==> src/shared/ulm_pkg.sv <==
package ulm_pkg;

	// line-mode field codes
	localparam logic [3:0] ULM_MODE_NORMAL    = 4'h0;
	localparam logic [3:0] ULM_MODE_RS485     = 4'h1;
	localparam logic [3:0] ULM_MODE_HANDSHAKE = 4'h2;
	localparam logic [3:0] ULM_MODE_MODEM     = 4'h3;
	localparam logic [3:0] ULM_MODE_IRDA      = 4'h8;

	// channel routing, in field order 0..3
	typedef enum logic [1:0] {
		ULM_ROUTE_NORMAL,
		ULM_ROUTE_ECHO,
		ULM_ROUTE_LOCAL,
		ULM_ROUTE_REMOTE
	} ulm_route_type;

	// infrared filter phases
	typedef enum logic [1:0] {
		ULM_FILT_IDLE,
		ULM_FILT_COUNT,
		ULM_FILT_HOLD
	} ulm_filt_type;

	// widths
	localparam int ULM_FILTER_W = 8;
	localparam int ULM_BIT_W    = 16;
	localparam int ULM_MODEM_N  = 4;
	localparam int ULM_EVT_W    = 2 * ULM_MODEM_N;

	// modem input positions in the sampled vector
	localparam int ULM_IDX_CTS = 0;
	localparam int ULM_IDX_DCD = 1;
	localparam int ULM_IDX_DSR = 2;
	localparam int ULM_IDX_RI  = 3;

	// infrared pulse is 3/16 of a bit period
	localparam int ULM_IR_PULSE_NUM   = 3;
	localparam int ULM_IR_PULSE_SHIFT = 4;
	// allowed baud error in hundredths of a percent
	localparam int ULM_IR_BAUD_TOL_X100 = 187;

	// reset and idle levels, and the priming end count
	localparam logic       ULM_DTR_RST   = 1'b1;
	localparam logic       ULM_RTS_RST   = 1'b0;
	localparam logic       ULM_TXD_IDLE  = 1'b1;
	localparam logic       ULM_RXS_IDLE  = 1'b1;
	localparam logic [1:0] ULM_PRIME_END = 2'h3;

endpackage

==> src/shared/ulm_stream_if.sv <==
`timescale 1ns/1ps
interface ulm_stream_if #(
	parameter int W = 8
);
	logic         valid;
	logic         ready;
	logic [W-1:0] data;

	modport src (
		output valid,
		output data,
		input  ready
	);
	modport snk (
		input  valid,
		input  data,
		output ready
	);
endinterface

==> src/ulm_fifo2.sv <==
`timescale 1ns/1ps
module ulm_fifo2 #(
	parameter int W = 8
) (
	input wire logic clk,
	input wire logic sys_rst,
	input wire logic clk_en,
	ulm_stream_if.snk in_s,
	ulm_stream_if.src out_s
);
	import ulm_pkg::*;

	typedef struct packed {
		logic [W-1:0] head;
		logic [W-1:0] tail;
		logic         hv;
		logic         tv;
	} ulm_fifo_state_type;

	ulm_fifo_state_type s_q;
	ulm_fifo_state_type s_d;
	logic               pop;
	logic               push;

	// head and ready come straight from flops
	assign out_s.valid = s_q.hv;
	assign out_s.data  = s_q.head;
	assign in_s.ready  = ~s_q.tv;

	always_comb begin
		s_d  = s_q;
		pop  = s_q.hv & out_s.ready;
		push = in_s.valid & ~s_q.tv;
		if (pop) begin
			if (s_q.tv) begin
				s_d.head = s_q.tail;
				s_d.tv   = 1'b0;
			end else begin
				s_d.hv = 1'b0;
			end
		end
		if (push) begin
			if (!s_d.hv) begin
				s_d.head = in_s.data;
				s_d.hv   = 1'b1;
			end else begin
				s_d.tail = in_s.data;
				s_d.tv   = 1'b1;
			end
		end
	end

	always_ff @(posedge clk) begin
		if (sys_rst) begin
			s_q <= '0;
		end else if (clk_en) begin
			s_q <= s_d;
		end
	end
endmodule

==> src/ulm_irda_filter.sv <==
`timescale 1ns/1ps
module ulm_irda_filter #(
	parameter int FILTER_W = 8,
	parameter int BIT_W    = 16
) (
	input  wire logic                clk,
	input  wire logic                sys_rst,
	input  wire logic                clk_en,
	input  wire logic                enable,
	input  wire logic                rx_pin,
	input  wire logic [FILTER_W-1:0] filter_load,
	input  wire logic [BIT_W-1:0]    bit_len,
	output logic                     demod_out
);
	import ulm_pkg::*;

	typedef struct packed {
		ulm_filt_type        phase;
		logic [FILTER_W-1:0] cnt;
		logic [BIT_W-1:0]    hold;
		logic                prev;
		logic                out;
	} ulm_filt_state_type;

	ulm_filt_state_type s_q;
	ulm_filt_state_type s_d;
	logic               fall;
	logic               rise;

	assign demod_out = s_q.out;

	always_comb begin
		s_d      = s_q;
		s_d.prev = rx_pin;
		fall     = s_q.prev & ~rx_pin;
		rise     = ~s_q.prev & rx_pin;
		if (!enable) begin
			s_d.phase = ULM_FILT_IDLE;
			s_d.cnt   = filter_load;
			s_d.out   = ULM_RXS_IDLE;
		end else begin
			unique case (s_q.phase)
				ULM_FILT_IDLE: begin
					s_d.cnt = filter_load;
					if (fall) begin
						s_d.phase = ULM_FILT_COUNT;
					end
				end
				ULM_FILT_COUNT: begin
					if (rise) begin
						s_d.phase = ULM_FILT_IDLE;
						s_d.cnt   = filter_load;
					end else if (s_q.cnt == '0) begin
						s_d.phase = ULM_FILT_HOLD;
						s_d.hold  = bit_len;
						s_d.out   = 1'b0;
					end else begin
						s_d.cnt = s_q.cnt - 1'b1;
					end
				end
				ULM_FILT_HOLD: begin
					if (s_q.hold <= BIT_W'(1)) begin
						s_d.phase = ULM_FILT_IDLE;
						s_d.cnt   = filter_load;
						s_d.out   = ULM_RXS_IDLE;
					end else begin
						s_d.hold = s_q.hold - 1'b1;
					end
				end
			endcase
		end
	end

	always_ff @(posedge clk) begin
		if (sys_rst) begin
			s_q      <= '0;
			s_q.prev <= ULM_RXS_IDLE;
			s_q.out  <= ULM_RXS_IDLE;
		end else if (clk_en) begin
			s_q <= s_d;
		end
	end
endmodule

==> src/ulm_line_modes.sv <==
`timescale 1ns/1ps
module ulm_line_modes #(
	parameter int FILTER_W = ulm_pkg::ULM_FILTER_W,
	parameter int BIT_W    = ulm_pkg::ULM_BIT_W
) (
	input  wire logic                clk,
	input  wire logic                sys_rst,
	input  wire logic                clk_en,
	input  wire logic [3:0]          line_mode,
	input  wire logic [1:0]          channel_routing_field,
	input  wire logic [FILTER_W-1:0] infrared_filter_setting,
	input  wire logic [BIT_W-1:0]    bit_period_cycles,
	input  wire logic                rxd_pin,
	output logic                     txd_pin,
	output logic                     rts_pin,
	output logic                     dtr_pin,
	input  wire logic                cts_pin,
	input  wire logic                dsr_pin,
	input  wire logic                dcd_pin,
	input  wire logic                ri_pin,
	input  wire logic                tx_serial,
	input  wire logic                transmitter_drained_flag,
	input  wire logic                timeguard_active,
	input  wire logic                char_in_progress,
	input  wire logic                core_rts_level,
	output logic                     rx_serial,
	output logic                     rx_enable,
	output logic                     tx_enable,
	output logic                     force_async,
	output logic                     infrared_active,
	input  wire logic                terminal_ready_on_command,
	input  wire logic                terminal_ready_off_command,
	input  wire logic                status_read,
	output logic                     ring_change_flag,
	output logic                     set_ready_change_flag,
	output logic                     carrier_change_flag,
	output logic                     clear_to_send_change_flag,
	output logic [3:0]               modem_levels,
	output logic                     evt_valid,
	output logic [ulm_pkg::ULM_EVT_W-1:0] evt_data,
	input  wire logic                evt_ready
);
	import ulm_pkg::*;

	typedef struct packed {
		logic [ULM_MODEM_N-1:0] sync1;
		logic [ULM_MODEM_N-1:0] sync2;
		logic [ULM_MODEM_N-1:0] prev;
		logic [1:0]             prime;
		logic [ULM_MODEM_N-1:0] flags;
		logic [ULM_MODEM_N-1:0] pend_chg;
		logic                   pend_v;
		logic                   dtr;
		logic                   rts;
		logic                   txd;
		logic                   rxs;
		logic                   rx_en;
		logic                   tx_en;
		logic                   cts_block;
		logic                   async;
		logic                   ir_on;
		logic [BIT_W-1:0]       phase;
		logic                   last_tx;
	} ulm_top_state_type;

	ulm_top_state_type      s_q;
	ulm_top_state_type      s_d;
	logic                   is_rs485;
	logic                   is_modem;
	logic                   is_irda;
	ulm_route_type          route;
	logic [ULM_MODEM_N-1:0] chg;
	logic                   primed;
	logic                   demod;
	logic                   rx_line;
	logic                   tx_line;
	logic                   tx_edge;
	logic [BIT_W-1:0]       ph;
	logic [BIT_W+1:0]       pulse_len;
	logic                   pulse;
	logic                   evt_in_ready;

	ulm_stream_if #(.W(ULM_EVT_W)) evt_in ();
	ulm_stream_if #(.W(ULM_EVT_W)) evt_out ();

	assign is_rs485 = (line_mode == ULM_MODE_RS485);
	assign is_modem = (line_mode == ULM_MODE_MODEM);
	assign is_irda  = (line_mode == ULM_MODE_IRDA);
	assign route    = ulm_route_type'(channel_routing_field);
	assign primed   = (s_q.prime == ULM_PRIME_END);

	// per-input change detection on the synchronised levels
	genvar gi;
	generate
		for (gi = 0; gi < ULM_MODEM_N; gi++) begin : g_chg
			assign chg[gi] = primed & is_modem & (s_q.sync2[gi] ^ s_q.prev[gi]);
		end
	endgenerate

	ulm_irda_filter #(
		.FILTER_W (FILTER_W),
		.BIT_W    (BIT_W)
	) u_filter (
		.clk         (clk),
		.sys_rst     (sys_rst),
		.clk_en      (clk_en),
		.enable      (is_irda),
		.rx_pin      (rxd_pin),
		.filter_load (infrared_filter_setting),
		.bit_len     (bit_period_cycles),
		.demod_out   (demod)
	);

	assign evt_in.valid  = s_q.pend_v;
	assign evt_in.data   = {s_q.pend_chg, s_q.sync2};
	assign evt_in_ready  = evt_in.ready;
	assign evt_valid     = evt_out.valid;
	assign evt_data      = evt_out.data;
	assign evt_out.ready = evt_ready;

	ulm_fifo2 #(
		.W (ULM_EVT_W)
	) u_evt_buf (
		.clk     (clk),
		.sys_rst (sys_rst),
		.clk_en  (clk_en),
		.in_s    (evt_in),
		.out_s   (evt_out)
	);

	// infrared modulator: bit phase restarts at every transmit edge
	always_comb begin
		tx_edge   = (tx_serial != s_q.last_tx);
		pulse_len = ({2'b00, bit_period_cycles} * (BIT_W+2)'(ULM_IR_PULSE_NUM))
			>> ULM_IR_PULSE_SHIFT;
		if (tx_edge || ({2'b00, s_q.phase} + (BIT_W+2)'(1) >= {2'b00, bit_period_cycles})) begin
			ph = '0;
		end else begin
			ph = s_q.phase + 1'b1;
		end
		pulse   = ~tx_serial & ({2'b00, ph} < pulse_len);
		tx_line = is_irda ? pulse : tx_serial;
		rx_line = is_irda ? demod : rxd_pin;
	end

	always_comb begin
		s_d         = s_q;
		s_d.sync1   = {ri_pin, dsr_pin, dcd_pin, cts_pin};
		s_d.sync2   = s_q.sync1;
		s_d.prev    = s_q.sync2;
		s_d.phase   = ph;
		s_d.last_tx = tx_serial;
		s_d.ir_on   = is_irda;
		s_d.async   = is_modem;
		if (!primed) begin
			s_d.prime = s_q.prime + 1'b1;
		end

		// sticky change flags, a new change beats the read clear
		if (status_read) begin
			s_d.flags = '0;
		end
		s_d.flags = s_d.flags | chg;

		// changes gather while the buffer is full
		if (s_q.pend_v && evt_in_ready) begin
			s_d.pend_v   = 1'b0;
			s_d.pend_chg = '0;
		end
		if (|chg) begin
			s_d.pend_chg = s_d.pend_chg | chg;
			s_d.pend_v   = 1'b1;
		end

		// terminal ready, off wins when both arrive together
		if (terminal_ready_off_command) begin
			s_d.dtr = 1'b1;
		end else if (terminal_ready_on_command) begin
			s_d.dtr = 1'b0;
		end

		// clear-to-send gate changes only between characters
		if (!char_in_progress) begin
			s_d.cts_block = is_modem & s_q.sync2[ULM_IDX_CTS];
		end

		// line driver enable; framing itself is untouched in RS485
		if (is_rs485) begin
			s_d.rts = ~transmitter_drained_flag | timeguard_active;
		end else begin
			s_d.rts = core_rts_level;
		end

		unique case (route)
			ULM_ROUTE_NORMAL: begin
				s_d.txd   = tx_line;
				s_d.rxs   = rx_line;
				s_d.rx_en = 1'b1;
				s_d.tx_en = ~s_d.cts_block;
			end
			ULM_ROUTE_ECHO: begin
				s_d.txd   = rxd_pin;
				s_d.rxs   = rx_line;
				s_d.rx_en = 1'b1;
				s_d.tx_en = ~s_d.cts_block;
			end
			ULM_ROUTE_LOCAL: begin
				s_d.txd   = ULM_TXD_IDLE;
				s_d.rxs   = tx_serial;
				s_d.rx_en = 1'b1;
				s_d.tx_en = ~s_d.cts_block;
			end
			ULM_ROUTE_REMOTE: begin
				s_d.txd   = rxd_pin;
				s_d.rxs   = ULM_RXS_IDLE;
				s_d.rx_en = 1'b0;
				s_d.tx_en = 1'b0;
			end
		endcase
	end

	always_ff @(posedge clk) begin
		if (sys_rst) begin
			s_q         <= '0;
			s_q.dtr     <= ULM_DTR_RST;
			s_q.rts     <= ULM_RTS_RST;
			s_q.txd     <= ULM_TXD_IDLE;
			s_q.rxs     <= ULM_RXS_IDLE;
			s_q.rx_en   <= 1'b1;
			s_q.tx_en   <= 1'b1;
			s_q.last_tx <= ULM_TXD_IDLE;
		end else if (clk_en) begin
			s_q <= s_d;
		end
	end

	assign txd_pin                   = s_q.txd;
	assign rts_pin                   = s_q.rts;
	assign dtr_pin                   = s_q.dtr;
	assign rx_serial                 = s_q.rxs;
	assign rx_enable                 = s_q.rx_en;
	assign tx_enable                 = s_q.tx_en;
	assign force_async               = s_q.async;
	assign infrared_active           = s_q.ir_on;
	assign ring_change_flag          = s_q.flags[ULM_IDX_RI];
	assign set_ready_change_flag     = s_q.flags[ULM_IDX_DSR];
	assign carrier_change_flag       = s_q.flags[ULM_IDX_DCD];
	assign clear_to_send_change_flag = s_q.flags[ULM_IDX_CTS];
	assign modem_levels              = s_q.sync2;
endmodule

==> config.mk <==
export PLATFORM = sky130hd
export DESIGN_NAME = ulm_line_modes
export DESIGN_NICKNAME = d
export VERILOG_FILES = /design/src/shared/ulm_pkg.sv /design/src/shared/ulm_stream_if.sv /design/src/ulm_fifo2.sv /design/src/ulm_irda_filter.sv /design/src/ulm_line_modes.sv
export SDC_FILE = /design/constraint.sdc
export NUM_CORES = 1
export LEC_CHECK = 0
export BUFFER_PORTS_ARGS = -buffer_cell sky130_fd_sc_hd__buf_2
export CAP_MARGIN = 40
export CORE_AREA = 3 3 105 148
export DETAILED_ROUTE_END_ITERATION = 16
export DIE_AREA = 0 0 108 151
export PLACE_DENSITY_LB_ADDON = 0.05
export SYNTH_ARGS = -nofsm -noshare
export SYNTH_HDL_FRONTEND = slang
export SYNTH_HIERARCHICAL = 1
export SYNTH_SLANG_ARGS = --single-unit
export TNS_END_PERCENT = 1
==> constraint.sdc <==
create_clock -name clk -period 3.95 [get_ports clk]
set_input_delay 0.395 -clock clk [delete_from_list [all_inputs] [get_ports clk]]
set_output_delay 0.395 -clock clk [all_outputs]
set_load 0.1 [all_outputs]
# Word level (Yosys, flattened, before mapping)
# Index checks and enable logic that the tools add are counted.
# W data, S select, Z words.
[totals] elab_cells=133 output_inout_bits=25 regBits=95 inputBits=47
[op_classes] order_cmp=3 addsub=5 n_mux=35 n_reduce_logical=17 n_bitwise=25 n_mul=1 eq_ne=20
[op_table] operator="$mux W16" count=4
[op_table] operator="$mux W8" count=5
[op_table] operator="$pmux W16 S2" count=1
[op_table] operator="$mux W10" count=3
[op_table] operator="$pmux W10 S3" count=1
[op_table] operator="$mul A16 B2 Y18 const B" count=1
[op_table] operator="$mux W18" count=1
[op_table] operator="$add A16 B1 Y17 const B" count=1
[op_table] operator="$ge A17 B16 Y1" count=1
[op_table] operator="$add A16 B1 Y16 const B" count=1
[op_table] operator="$le A16 B1 Y1 const B" count=1
[op_table] operator="$lt A16 B14 Y1" count=1
[op_table] operator="$pmux W4 S4" count=1
[op_table] operator="$sub A16 B1 Y16 const B" count=1
[op_table] operator="$mux W1" count=12
[op_table] operator="$and A1 B1 Y1" count=11
[op_table] operator="$mux W5" count=2
[op_table] operator="$ne A3 B2 Y1 const B" count=3
[op_table] operator="$eq A2 B2 Y1 const B" count=4
[op_table] operator="$logic_not A8 Y1" count=1
[op_table] operator="$or A4 B4 Y4" count=2
[op_table] operator="$sub A8 B1 Y8 const B" count=1
[op_table] operator="$not A1 Y1" count=7
[op_table] operator="$mux W2" count=3
[op_table] operator="26 further kinds" count=37

# Longest topological paths before layout
# Gate-level depths: netlist (run 1).
[logic_depth] depth_word=8 mapped_depth=20 mapped_depth_nobuf=18

# Cells and area by module
# The synthesis (run 1) kept the hierarchy.
[modules_own_cells] module="ulm_line_modes" seq_area_each_um2=980.9 area_per_inst_um2=3587.2 cells_each=411 instances=1
[modules_own_cells] module="ulm_irda_filter" seq_area_each_um2=560.5 area_per_inst_um2=1986.9 cells_each=248 instances=1
[modules_own_cells] module="ulm_fifo2" seq_area_each_um2=360.3 area_per_inst_um2=843.3 cells_each=85 instances=1

# Worst setup path before layout (run 1)
# OpenSTA, ideal clock, no wires.
[synth_path] kind="register to register" from="reg s_q[3] (netlist name)" to="reg s_q (netlist bit txd_pin)" path_buffers=2 path_stages_with_launch=19 t_arrival_ps=3910 path_slack_ps=-32 period_less_slack_ps=3982 setup_ps=72 t_required_ps=3878 path_cell_list="dfxtp_1 > and3_4 > and4_4 > buf_6 > nand3_1 > xnor2_1 > ha_1 > nand3_1 > or2_1 > nor4_1 > nor4_4 > buf_2 > and2_1 > ha_1 > a21o_1 > a21o_1 > a2111oi_0 > o221a_2 > a2bb2oi_1"
[synth_rtl] element="to (decl)" line_no="ulm_line_modes.sv:66" rtl="ulm_top_state_type s_q;"

==> flow_summary.ini, run 1 <==
[run]
drv_cap = 0

[placed_design]
io_buffers = 71
gp_congestion = 0.8689
dp_cells = 1007
place_area_um2 = 7108
place_hpwl_um = 13040

[critical_path]
timing.rr.end = txd_pin$_SDFFE_PP1P_
criticalPathCategory = reg2reg
path_buf_inv = 2
setup.worst_path.start = s_q[4]$_SDFFE_PP0P_
required_ps = 4180
endpoint_kind = register
critPathArrivalTime_ps = 4070
crit_path_cell_trace = and3_4 > and4_4 > buf_6 > nand3_4 > xnor2_2 > ha_4 > nand2_2 > or2_4 > nor4_4 > nor4_4 > buf_2 > and2_1 > ha_1 > nand4_1 > or3_4 > or2_4 > o22ai_2 > a2bb2oi_2
crit_path_start_kind = register
crit_family = simple AND/OR/NAND/NOR gates
slowest_stage = or3_4
reg2reg_depth = 18
slowest_delay_ps = 410
rr_startpoint = s_q[4]$_SDFFE_PP0P_
reg2reg_slack_ps = 110
cp_num_cells = 18
worstPathMaxFanout = 7

[yosys]
synth_area_leaders = dfxtp_1 (30%), ha_1 (10%), mux2i_1 (5.6%)
netlist_area_um2 = 6417
avgSynthCellArea_um2 = 8.626
synth_top_area_share = 0.2964
ys_types = 89
synth_top_cell_by_area = dfxtp_1
syn_inst = 744
yosys_register_bits = 95
synth_ff_type = dfxtp_1
synth_fp_nets = 844
synthArstFlopShare = 0
ys.warnings.count = 6
ys_seq_area_frac = 0.2964
synth_edf_count = 0

[routing]
drcViolationCount = 0
routed-via-count = 5888
dr.pass1.iters = 6
drt_iter0_drc = 388
postRouteAntennaNets = 0
viasPerCell = 5.678
wl_um = 18000
wire_per_inst_um = 17.36

[timing]
fin_tns_setup_ps = 0
clock_skew_ps = 10.56
worst_pin_slew_ps = 941.9
fmax_ghz = 0.2605
final.period_utilization = 0.9720
fin_crit_ps = 3839
final-hold-violation-count = 0
slew_headroom = 0.3707
setup_violations = 0
slew_viol_final = 0

[floorplan]
die_w_um = 108
die_area_um2 = 16310
std_cell_rows = 52
top_level_ports = 72
die_h_um = 151
core_um2 = 14380
initial_core_util = 0.4463

[hold_path]
hold_path_end = dtr_pin$_SDFFE_PP1P_
hold_class = in2reg
hp-start = terminal_ready_off_command
min_delay_path_depth = 2

[cts]
clkSinkCount = 95
cts_root_buf = clkbuf_16
cts_tree = done
clk_latency_ps = 340
path_clk_slew_ps = 70
hold_buffers = 0
cts_buffers = 9
h-tree-depth = 3
clock_path_buffers = 2

[global_route]
grt_pass1_wl_um = 28750
grt_max_degree = 52
grt_pass1_vias = 5796
grt_overflow = 0
grtUsageTotal = 0.2213
antenna_found_initial = 1

[cells_and_area]
final-instance-count-excl-fill = 1037
drive_above_1_share = 0.2774
syn_to_final_growth_pct = 23.55
final_cell_area_um2 = 7929
nets = 942

[power_and_ir_drop]
worst_ir_drop_vdd_mv = 0.1704
power.leakage_uw = 0.003314
cellPowerDensity_nw_per_um2 = 286.8

[status]
status = finished clean
-- where the power goes --
group	internal, uW	switching (uW)
clock network	441	421
logic	166	251
registers	977	17.0
-- logic make-up after synthesis --
family | after synthesis | synth area share
DFF | 95 | 0.2964
buffers and inverters | 83 | 0.06512
xor gates and xnor gates | 29 | 0.03958
AOI/OAI and AO/OA | 185 | 0.2166
and+or+nand+nor | 262 | 0.2211
adders and majority gates | 53 | 0.1033
muxes | 37 | 0.05791
-- flip-flops by register name (all words and copies together), names as in the netlist, 4 cells and up --
signal / count
evt_in.data: 4
s_q: 24
u_evt_buf/out_s.data: 8
u_filter/s_q: 27
modem_levels: 4
u_evt_buf/s_q: 9
s_d: 4
-- area by class of cell --
type	instances	area, um2
Sequential cell	95	1908
Multi-Input combinational cell	566	4513
Tap cell	189	236.5
Antenna cell	1	2.502
Inverter	36	135.1
Fill cell	1358	6450
Timing Repair Buffer	134	840.8
Clock buffer	9	225.2
Clock inverter	7	67.56
-- Yosys cell counts (3+ instances only) --
| cell type | number |
|---|---|
| o32ai_1 | 7 |
| nand3_1 | 23 |
| or3_1 | 7 |
| xor2_1 | 11 |
| a2111oi_0 | 3 |
| dfxtp_1 | 95 |
| o21ai_0 | 14 |
| nand2_1 | 52 |
| ha_1 | 53 |
| nand4_1 | 7 |
| and4_1 | 3 |
| xnor2_1 | 18 |
| mux2i_1 | 36 |
| nor2_1 | 67 |
| or2_2 | 5 |
| a21o_1 | 9 |
| buf_2 | 6 |
| a21oi_1 | 35 |
| a31oi_1 | 14 |
| inv_1 | 35 |
| and2_1 | 15 |
| a211o_1 | 4 |
| a32o_1 | 15 |
| a311o_1 | 3 |
| nor4_1 | 10 |
| buf_6 | 4 |
| nor2b_1 | 20 |
| nor3_1 | 11 |
| o311ai_0 | 8 |
| buf_4 | 14 |
| a211oi_1 | 18 |
| o31ai_1 | 14 |
| clkbuf_1 | 22 |
| and3_1 | 4 |
| o21bai_1 | 3 |
| nand2b_1 | 8 |
| a21boi_0 | 5 |
| or4_1 | 4 |
-- stage by stage --
step | setup WS [ps] | hold slack (ps) | utilization | total power (uW)
final | 110.6 | 286.4 | 0.5514 | 2274
after global routing | -98.43 | 273.1 | 0.5513 | 2379
after CTS | -22.01 | 280.9 | 0.5340 | 2275
after detailed placement | -332.7 | 449.1 | 0.4943 | 1400
after global placement | -235.3 | 444.9 | 0.4933 | 1390
after floorplan | 30.28 | 444.8 | - | 1277
-- repair_timing --
item,CTS,global route
gates resized for setup,40,35
setup endpoints to repair,1,1
cloned,1,0
buffers inserted,9,4
pin swaps,21,35
-- worst register-to-register path, delay by kind of cell, from the launching register on --
kind,cells,cell delay [ps]
AO/OA/AOI/OAI,2,190
AND/OR/NAND/NOR,11,2170
adder cells (fa/ha/maj),2,570
buffers and inverters,2,280
flip-flops,1,350
XOR/XNOR,1,170
-- layer usage --
layer  vias up  track usage  wire length [um]
li1       2935            -                 -
met1      2783       0.2633              7558
met2       135       0.4022              9302
met3        33      0.03582               643
met4         2      0.07138               486
met5         -            0                13
-- worst max-delay path by stage --
stage / endpoint / slack (ps)
final: txd_pin$_SDFFE_PP1P_ / 110
after global routing: txd_pin$_SDFFE_PP1P_ / -100
after CTS: txd_pin$_SDFFE_PP1P_ / -20
after detailed placement: txd_pin$_SDFFE_PP1P_ / -330
after global placement: txd_pin$_SDFFE_PP1P_ / -240
after floorplan: txd_pin$_SDFFE_PP1P_ / 30
-- cells in the final DEF (no fill, tap or decap), types with 14 or more instances in the layout --
| master | count |
|---|---|
| buf_2 | 72 |
| nand2_1 | 48 |
| a211oi_1 | 14 |
| nand3_1 | 17 |
| buf_4 | 58 |
| dfxtp_1 | 90 |
| a21oi_1 | 31 |
| nor2_1 | 66 |
| a31oi_1 | 14 |
| ha_1 | 45 |
| inv_1 | 35 |
| o31ai_1 | 14 |
| nor2b_1 | 20 |
| a32o_1 | 15 |
| mux2i_1 | 36 |
No activity file was read; power rests on OpenSTA's default activity.
==> run 2, diff against run 1 <==
CELL_PAD_IN_SITES_DETAIL_PLACEMENT = 1   (was unset)
CELL_PAD_IN_SITES_GLOBAL_PLACEMENT = 1   (was unset)
CORE_AREA = 3 3 110 155   (was 3 3 105 148)
DIE_AREA = 0 0 113 158   (was 0 0 108 151)
==> flow_summary.ini, run 2 (synthesis gave the netlist of run 1 again) <==
[floorplan]
std_cell_rows = 54
top_level_ports = 72
initial_core_util = 0.4094
die_w_um = 113
die_h_um = 158
core_um2 = 15680
die_area_um2 = 17850

[critical_path]
criticalPathCategory = reg2reg
crit_family = simple AND/OR/NAND/NOR gates
slowest_delay_ps = 410
slowest_stage = or3_4
endpoint_kind = register
worstPathMaxFanout = 6
path_buf_inv = 3
reg2reg_depth = 18
critPathArrivalTime_ps = 4190
crit_path_cell_trace = and3_4 > and3_4 > buf_4 > nand2_2 > xnor2_2 > ha_1 > nand3_2 > or2_4 > nor4_4 > nor4_4 > buf_4 > buf_6 > and2_4 > ha_1 > nand3_2 > or3_4 > o221a_4 > a2bb2oi_1
cp_num_cells = 18
crit_path_start_kind = register
required_ps = 4190

[global_route]
grtUsageTotal = 0.2212
antenna_found_initial = 0
grt_pass1_wl_um = 31800
grt_max_degree = 39
grt_pass1_vias = 6269
grt_overflow = 0

[timing]
fin_hold_ws_ps = 277.3
rsz0062_at_grt = true
slew_headroom = 0.4962
final.period_utilization = 1.001
setup_violations = 1
worst_pin_slew_ps = 754.9
fin_crit_ps = 3953
final-hold-violation-count = 0
fmax_ghz = 0.2529
clock_skew_ps = 5.726
slew_viol_final = 0
fin_tns_setup_ps = -3.425
fin_ws_ps = -3.425

[run]
drv_cap = 0

[routing]
viasPerCell = 5.811
wire_per_inst_um = 19.67
drcViolationCount = 0
postRouteAntennaNets = 0
dr.pass1.iters = 4
routed-via-count = 5985
drt_iter0_drc = 280
wl_um = 20260

[placed_design]
dp_cells = 1005
io_buffers = 71
pre_cts_ws_ps = -122.6
gp_congestion = 0.9034
place_hpwl_um = 15180

[power_and_ir_drop]
cellPowerDensity_nw_per_um2 = 295.4
clockPowerShare = 0.373
worst_ir_drop_vdd_mv = 0.1840
switching_share = 0.3067
netSwitchingPower_uw = 703.7
seqPwrFrac = 0.433
power.total_uw = 2294
power.internal_uw = 1590
power_frac_comb = 0.194
power.leakage_uw = 0.003220

[cts]
h-tree-depth = 3
clkSinkCount = 95
cts_tree = done
clk_latency_ps = 350
path_clk_slew_ps = 70
hold_buffers = 0
cts_root_buf = clkbuf_16
clock_path_buffers = 2
cts_buffers = 9

[cells_and_area]
syn_to_final_growth_pct = 21.02
final_cell_mix = dfxtp_1 (90), buf_2 (72), nor2_1 (67)
fill_cells = 1836
largest_register = u_filter/s_q
diodes = 0
drive_above_1_share = 0.2566
top_regs = u_filter/s_q (27), s_q (24), u_evt_buf/s_q (9)
largest_reg_flops = 27
final_common_cell = dfxtp_1
final-instance-count-excl-fill = 1030
nets = 929

[hold_path]
hold_class = in2reg
min_delay_path_depth = 2

[status]
violations = setup timing
status = complete, but fails checks
run 2: cell types whose count changed in the layout (fill, tap and decap cells not counted), moves of 3 or more:
cell	change
and2_1	-4
xnor2_1	+4
nand3_4	-3
and2_4	+4
buf_4	-11
run 2: worst register-to-register path, stage by stage (launching register included):
cell	delay, ps
dfxtp_2	330
and3_4	190
and3_4	190
buf_4	140
nand2_2	70
xnor2_2	160
ha_1	340
nand3_2	90
or2_4	270
nor4_4	310
nor4_4	90
buf_4	160
buf_6	130
and2_4	150
ha_1	300
nand3_2	100
or3_4	410
o221a_4	290
a2bb2oi_1	130
run 2: what timing repair did:
action                                  CTS  global route
endpoints found under the setup margin    1             1
cloned                                    1             0
endpoints found under the hold margin     0             0
pin swaps                                25            21
gates resized for setup                  26            33
buffers inserted                          5             4
run 2: path summary, 6_finish.rpt:
| check | start | endpoint | slack (ps) |
|---|---|---|---|
| worst max-delay path | s_q[4]$_SDFFE_PP0P_ | txd_pin$_SDFFE_PP1P_ | -3 |
| worst min-delay path | terminal_ready_off_command | dtr_pin$_SDFFE_PP1P_ | 280 |
| worst min register to register | evt_in.data[7]$_SDFFE_PP0P_ | evt_in.data[7]$_SDFFE_PP0P_ | 470 |
| worst max register to register | s_q[4]$_SDFFE_PP0P_ | txd_pin$_SDFFE_PP1P_ | -3 |
run 2: final cells by class:
| class | count | area (um2) | share of cell area |
|---|---|---|---|
| clock inverters | 7 | 66.31 | 0.008539 |
| clock buffers | 9 | 225.2 | 0.02900 |
| well taps | 196 | 245.2 | 0.03158 |
| repair buffers | 121 | 735.7 | 0.09473 |
| inverters | 36 | 135.1 | 0.01740 |
| flip-flops and latches | 95 | 1908 | 0.2457 |
| multi-input cells | 566 | 4451 | 0.5731 |
run 2: metrics by stage:
stage	util	area, um2
global placement	0.4483	7027
floorplan	-	6424
global route	0.4955	7766
detailed placement	0.4498	7051
CTS	0.4796	7517
finish	0.4955	7766
run 2: layer usage:
layer	up-vias	wire length, um	track usage
met5	-	0	0
met1	2956	7856	0.2383
met4	0	624	0.07961
met2	81	11280	0.4364
met3	34	493	0.02677
li1	2914	-	-
run 2: power groups by stage:
stage	clock (uW)	combinational, uW	sequential (uW)
6_report	855	446	994
5_1_grt	925	487	996
4_1_cts	883	421	993
3_5_place_dp	0	396	1020
3_3_place_gp	0	377	1010
2_1_floorplan	0	236	1040
==> run 3, diff against run 2 <==
PLACE_DENSITY = 0.84   (was unset)
PLACE_DENSITY_LB_ADDON = unset   (was 0.05)
==> flow_summary.ini, run 3 (synthesis gave the netlist of run 1 again) <==
[placed_design]
io_buffers = 71
place_hpwl_um = 13940
place_area_um2 = 7004
gp_congestion = 0.9031

[cells_and_area]
final_common_cell = dfxtp_1
drive_above_1_share = 0.2651
fill_cells = 1843
top_regs = u_filter/s_q (27), s_q (24), u_evt_buf/s_q (9)
final_cell_area_um2 = 7779
multi_input_area_um2 = 4471
largest_reg_flops = 27
largest_register = u_filter/s_q
diodes = 0
final_cell_mix = dfxtp_1 (88), buf_2 (71), nor2_1 (67)
nets = 925
seqCellArea_um2 = 1913
final_util = 0.4962
syn_to_final_growth_pct = 21.21

[floorplan]
core_um2 = 15680
die_w_um = 113
die_h_um = 158
std_cell_rows = 54
initial_core_util = 0.4094
top_level_ports = 72
die_area_um2 = 17850

[routing]
drcViolationCount = 0
drt_iter0_drc = 330
wire_per_inst_um = 20.35
viasPerCell = 5.960
dr.pass1.iters = 5
routed-via-count = 6115
wl_um = 20880
postRouteAntennaNets = 0

[critical_path]
required_ps = 4190
slowest_delay_ps = 400
rr_startpoint = s_q[1]$_SDFFE_PP0P_
crit_path_cell_trace = ha_2 > and3_4 > nand3_1 > xnor2_2 > ha_4 > nand4_1 > o21bai_2 > a211oi_4 > nor4_4 > buf_4 > and2_4 > ha_4 > nand4_1 > or3_4 > or2_2 > o22ai_1 > a2bb2oi_1
criticalPathCategory = reg2reg
worstPathMaxFanout = 5
crit_path_start_kind = register
endpoint_kind = register
critPathArrivalTime_ps = 4230
slowest_stage = or3_4
setup.worst_path.start = s_q[1]$_SDFFE_PP0P_

[run]
drv_cap = 0

[timing]
final.period_utilization = 1.010
slew_viol_final = 0
clock_skew_ps = 14.66
final-hold-violation-count = 0
fin_ws_ps = -39.00
fin_crit_ps = 3989
fin_tns_setup_ps = -39.00
fin_hold_ws_ps = 267.7
slew_headroom = 0.4137
worst_pin_slew_ps = 877.6
fmax_ghz = 0.2507
setup_violations = 1

[cts]
clock_path_buffers = 2
hold_buffers = 0
cts_tree = done
cts_root_buf = clkbuf_16
h-tree-depth = 3
clkSinkCount = 95
clk_latency_ps = 360
path_clk_slew_ps = 80
cts_buffers = 9

[power_and_ir_drop]
power.leakage_uw = 0.003230
worst_ir_drop_vdd_mv = 0.1795
cellPowerDensity_nw_per_um2 = 300.6

[global_route]
antenna_found_initial = 0
grt_max_degree = 52
grt_pass1_vias = 6285
grt_pass1_wl_um = 31550
grtUsageTotal = 0.2179
grt_overflow = 0

[status]
status = complete, but fails checks
violations = setup timing

[hold_path]
hp-start = dcd_pin
hold_class = in2reg
==> run 3: through the flow <==
step	setup slack, ps	cells	power [uW]
2_1_floorplan	30.28	744	1277
3_3_place_gp	-32.66	997	1381
3_5_place_dp	-148.0	999	1396
4_1_cts	4.283	1021	2329
5_1_grt	-162.8	1026	2442
6_report	-39.00	1026	2338
==> run 3: path summary, 6_finish.rpt <==
kind	end	slack (ps)	cells after the start
setup / recovery	txd_pin$_SDFFE_PP1P_	-40	17
hold / removal	s_d[42]$_SDFFE_PP0P_	270	3
hold reg to reg	carrier_change_flag$_SDFFE_PP0P_	460	2
setup reg to reg	txd_pin$_SDFFE_PP1P_	-40	17
==> run 3: layout make-up <==
| type | instances | area share |
|---|---|---|
| clock buffers | 9 | 0.02895 |
| clock inverters | 7 | 0.01046 |
| inverters | 36 | 0.01737 |
| multi-input cells | 566 | 0.5747 |
| flip-flops and latches | 95 | 0.2459 |
| well taps | 196 | 0.03153 |
| repair buffers | 117 | 0.09104 |
==> run 3: per-layer routing <==
layer / part of all wire / track usage / vias up
met2: 0.52 / 0.4093 / 196
met1: 0.40 / 0.2386 / 2944
li1: - / - / 2902
met3: 0.033 / 0.02639 / 73
met5: 0 / 0 / -
met4: 0.046 / 0.1111 / 0
==> run 3: power by group <==
| part | internal, uW | switching [uW] | leakage (uW) | total [uW] |
|---|---|---|---|---|
| sequential | 977 | 17.0 | 0.000775 | 994 |
| clock | 454 | 454 | 0.000150 | 908 |
| combinational | 164 | 272 | 0.00231 | 436 |
| total | 1590 | 744 | 0.00323 | 2340 |
==> run 3: critical path: cells and delay by family, from the launching register on <==
kind	cells	cell delay (ps)
fa+ha+maj	3	780
xor+xnor	1	190
compound gates	4	770
buf+inv	1	160
simple gates	8	1610
flops	1	370
==> run 3: repair_timing <==
item	in CTS	in global routing
setup endpoints to repair	1	1
buffers inserted	6	5
gates resized for setup	31	37
pin swaps	28	18
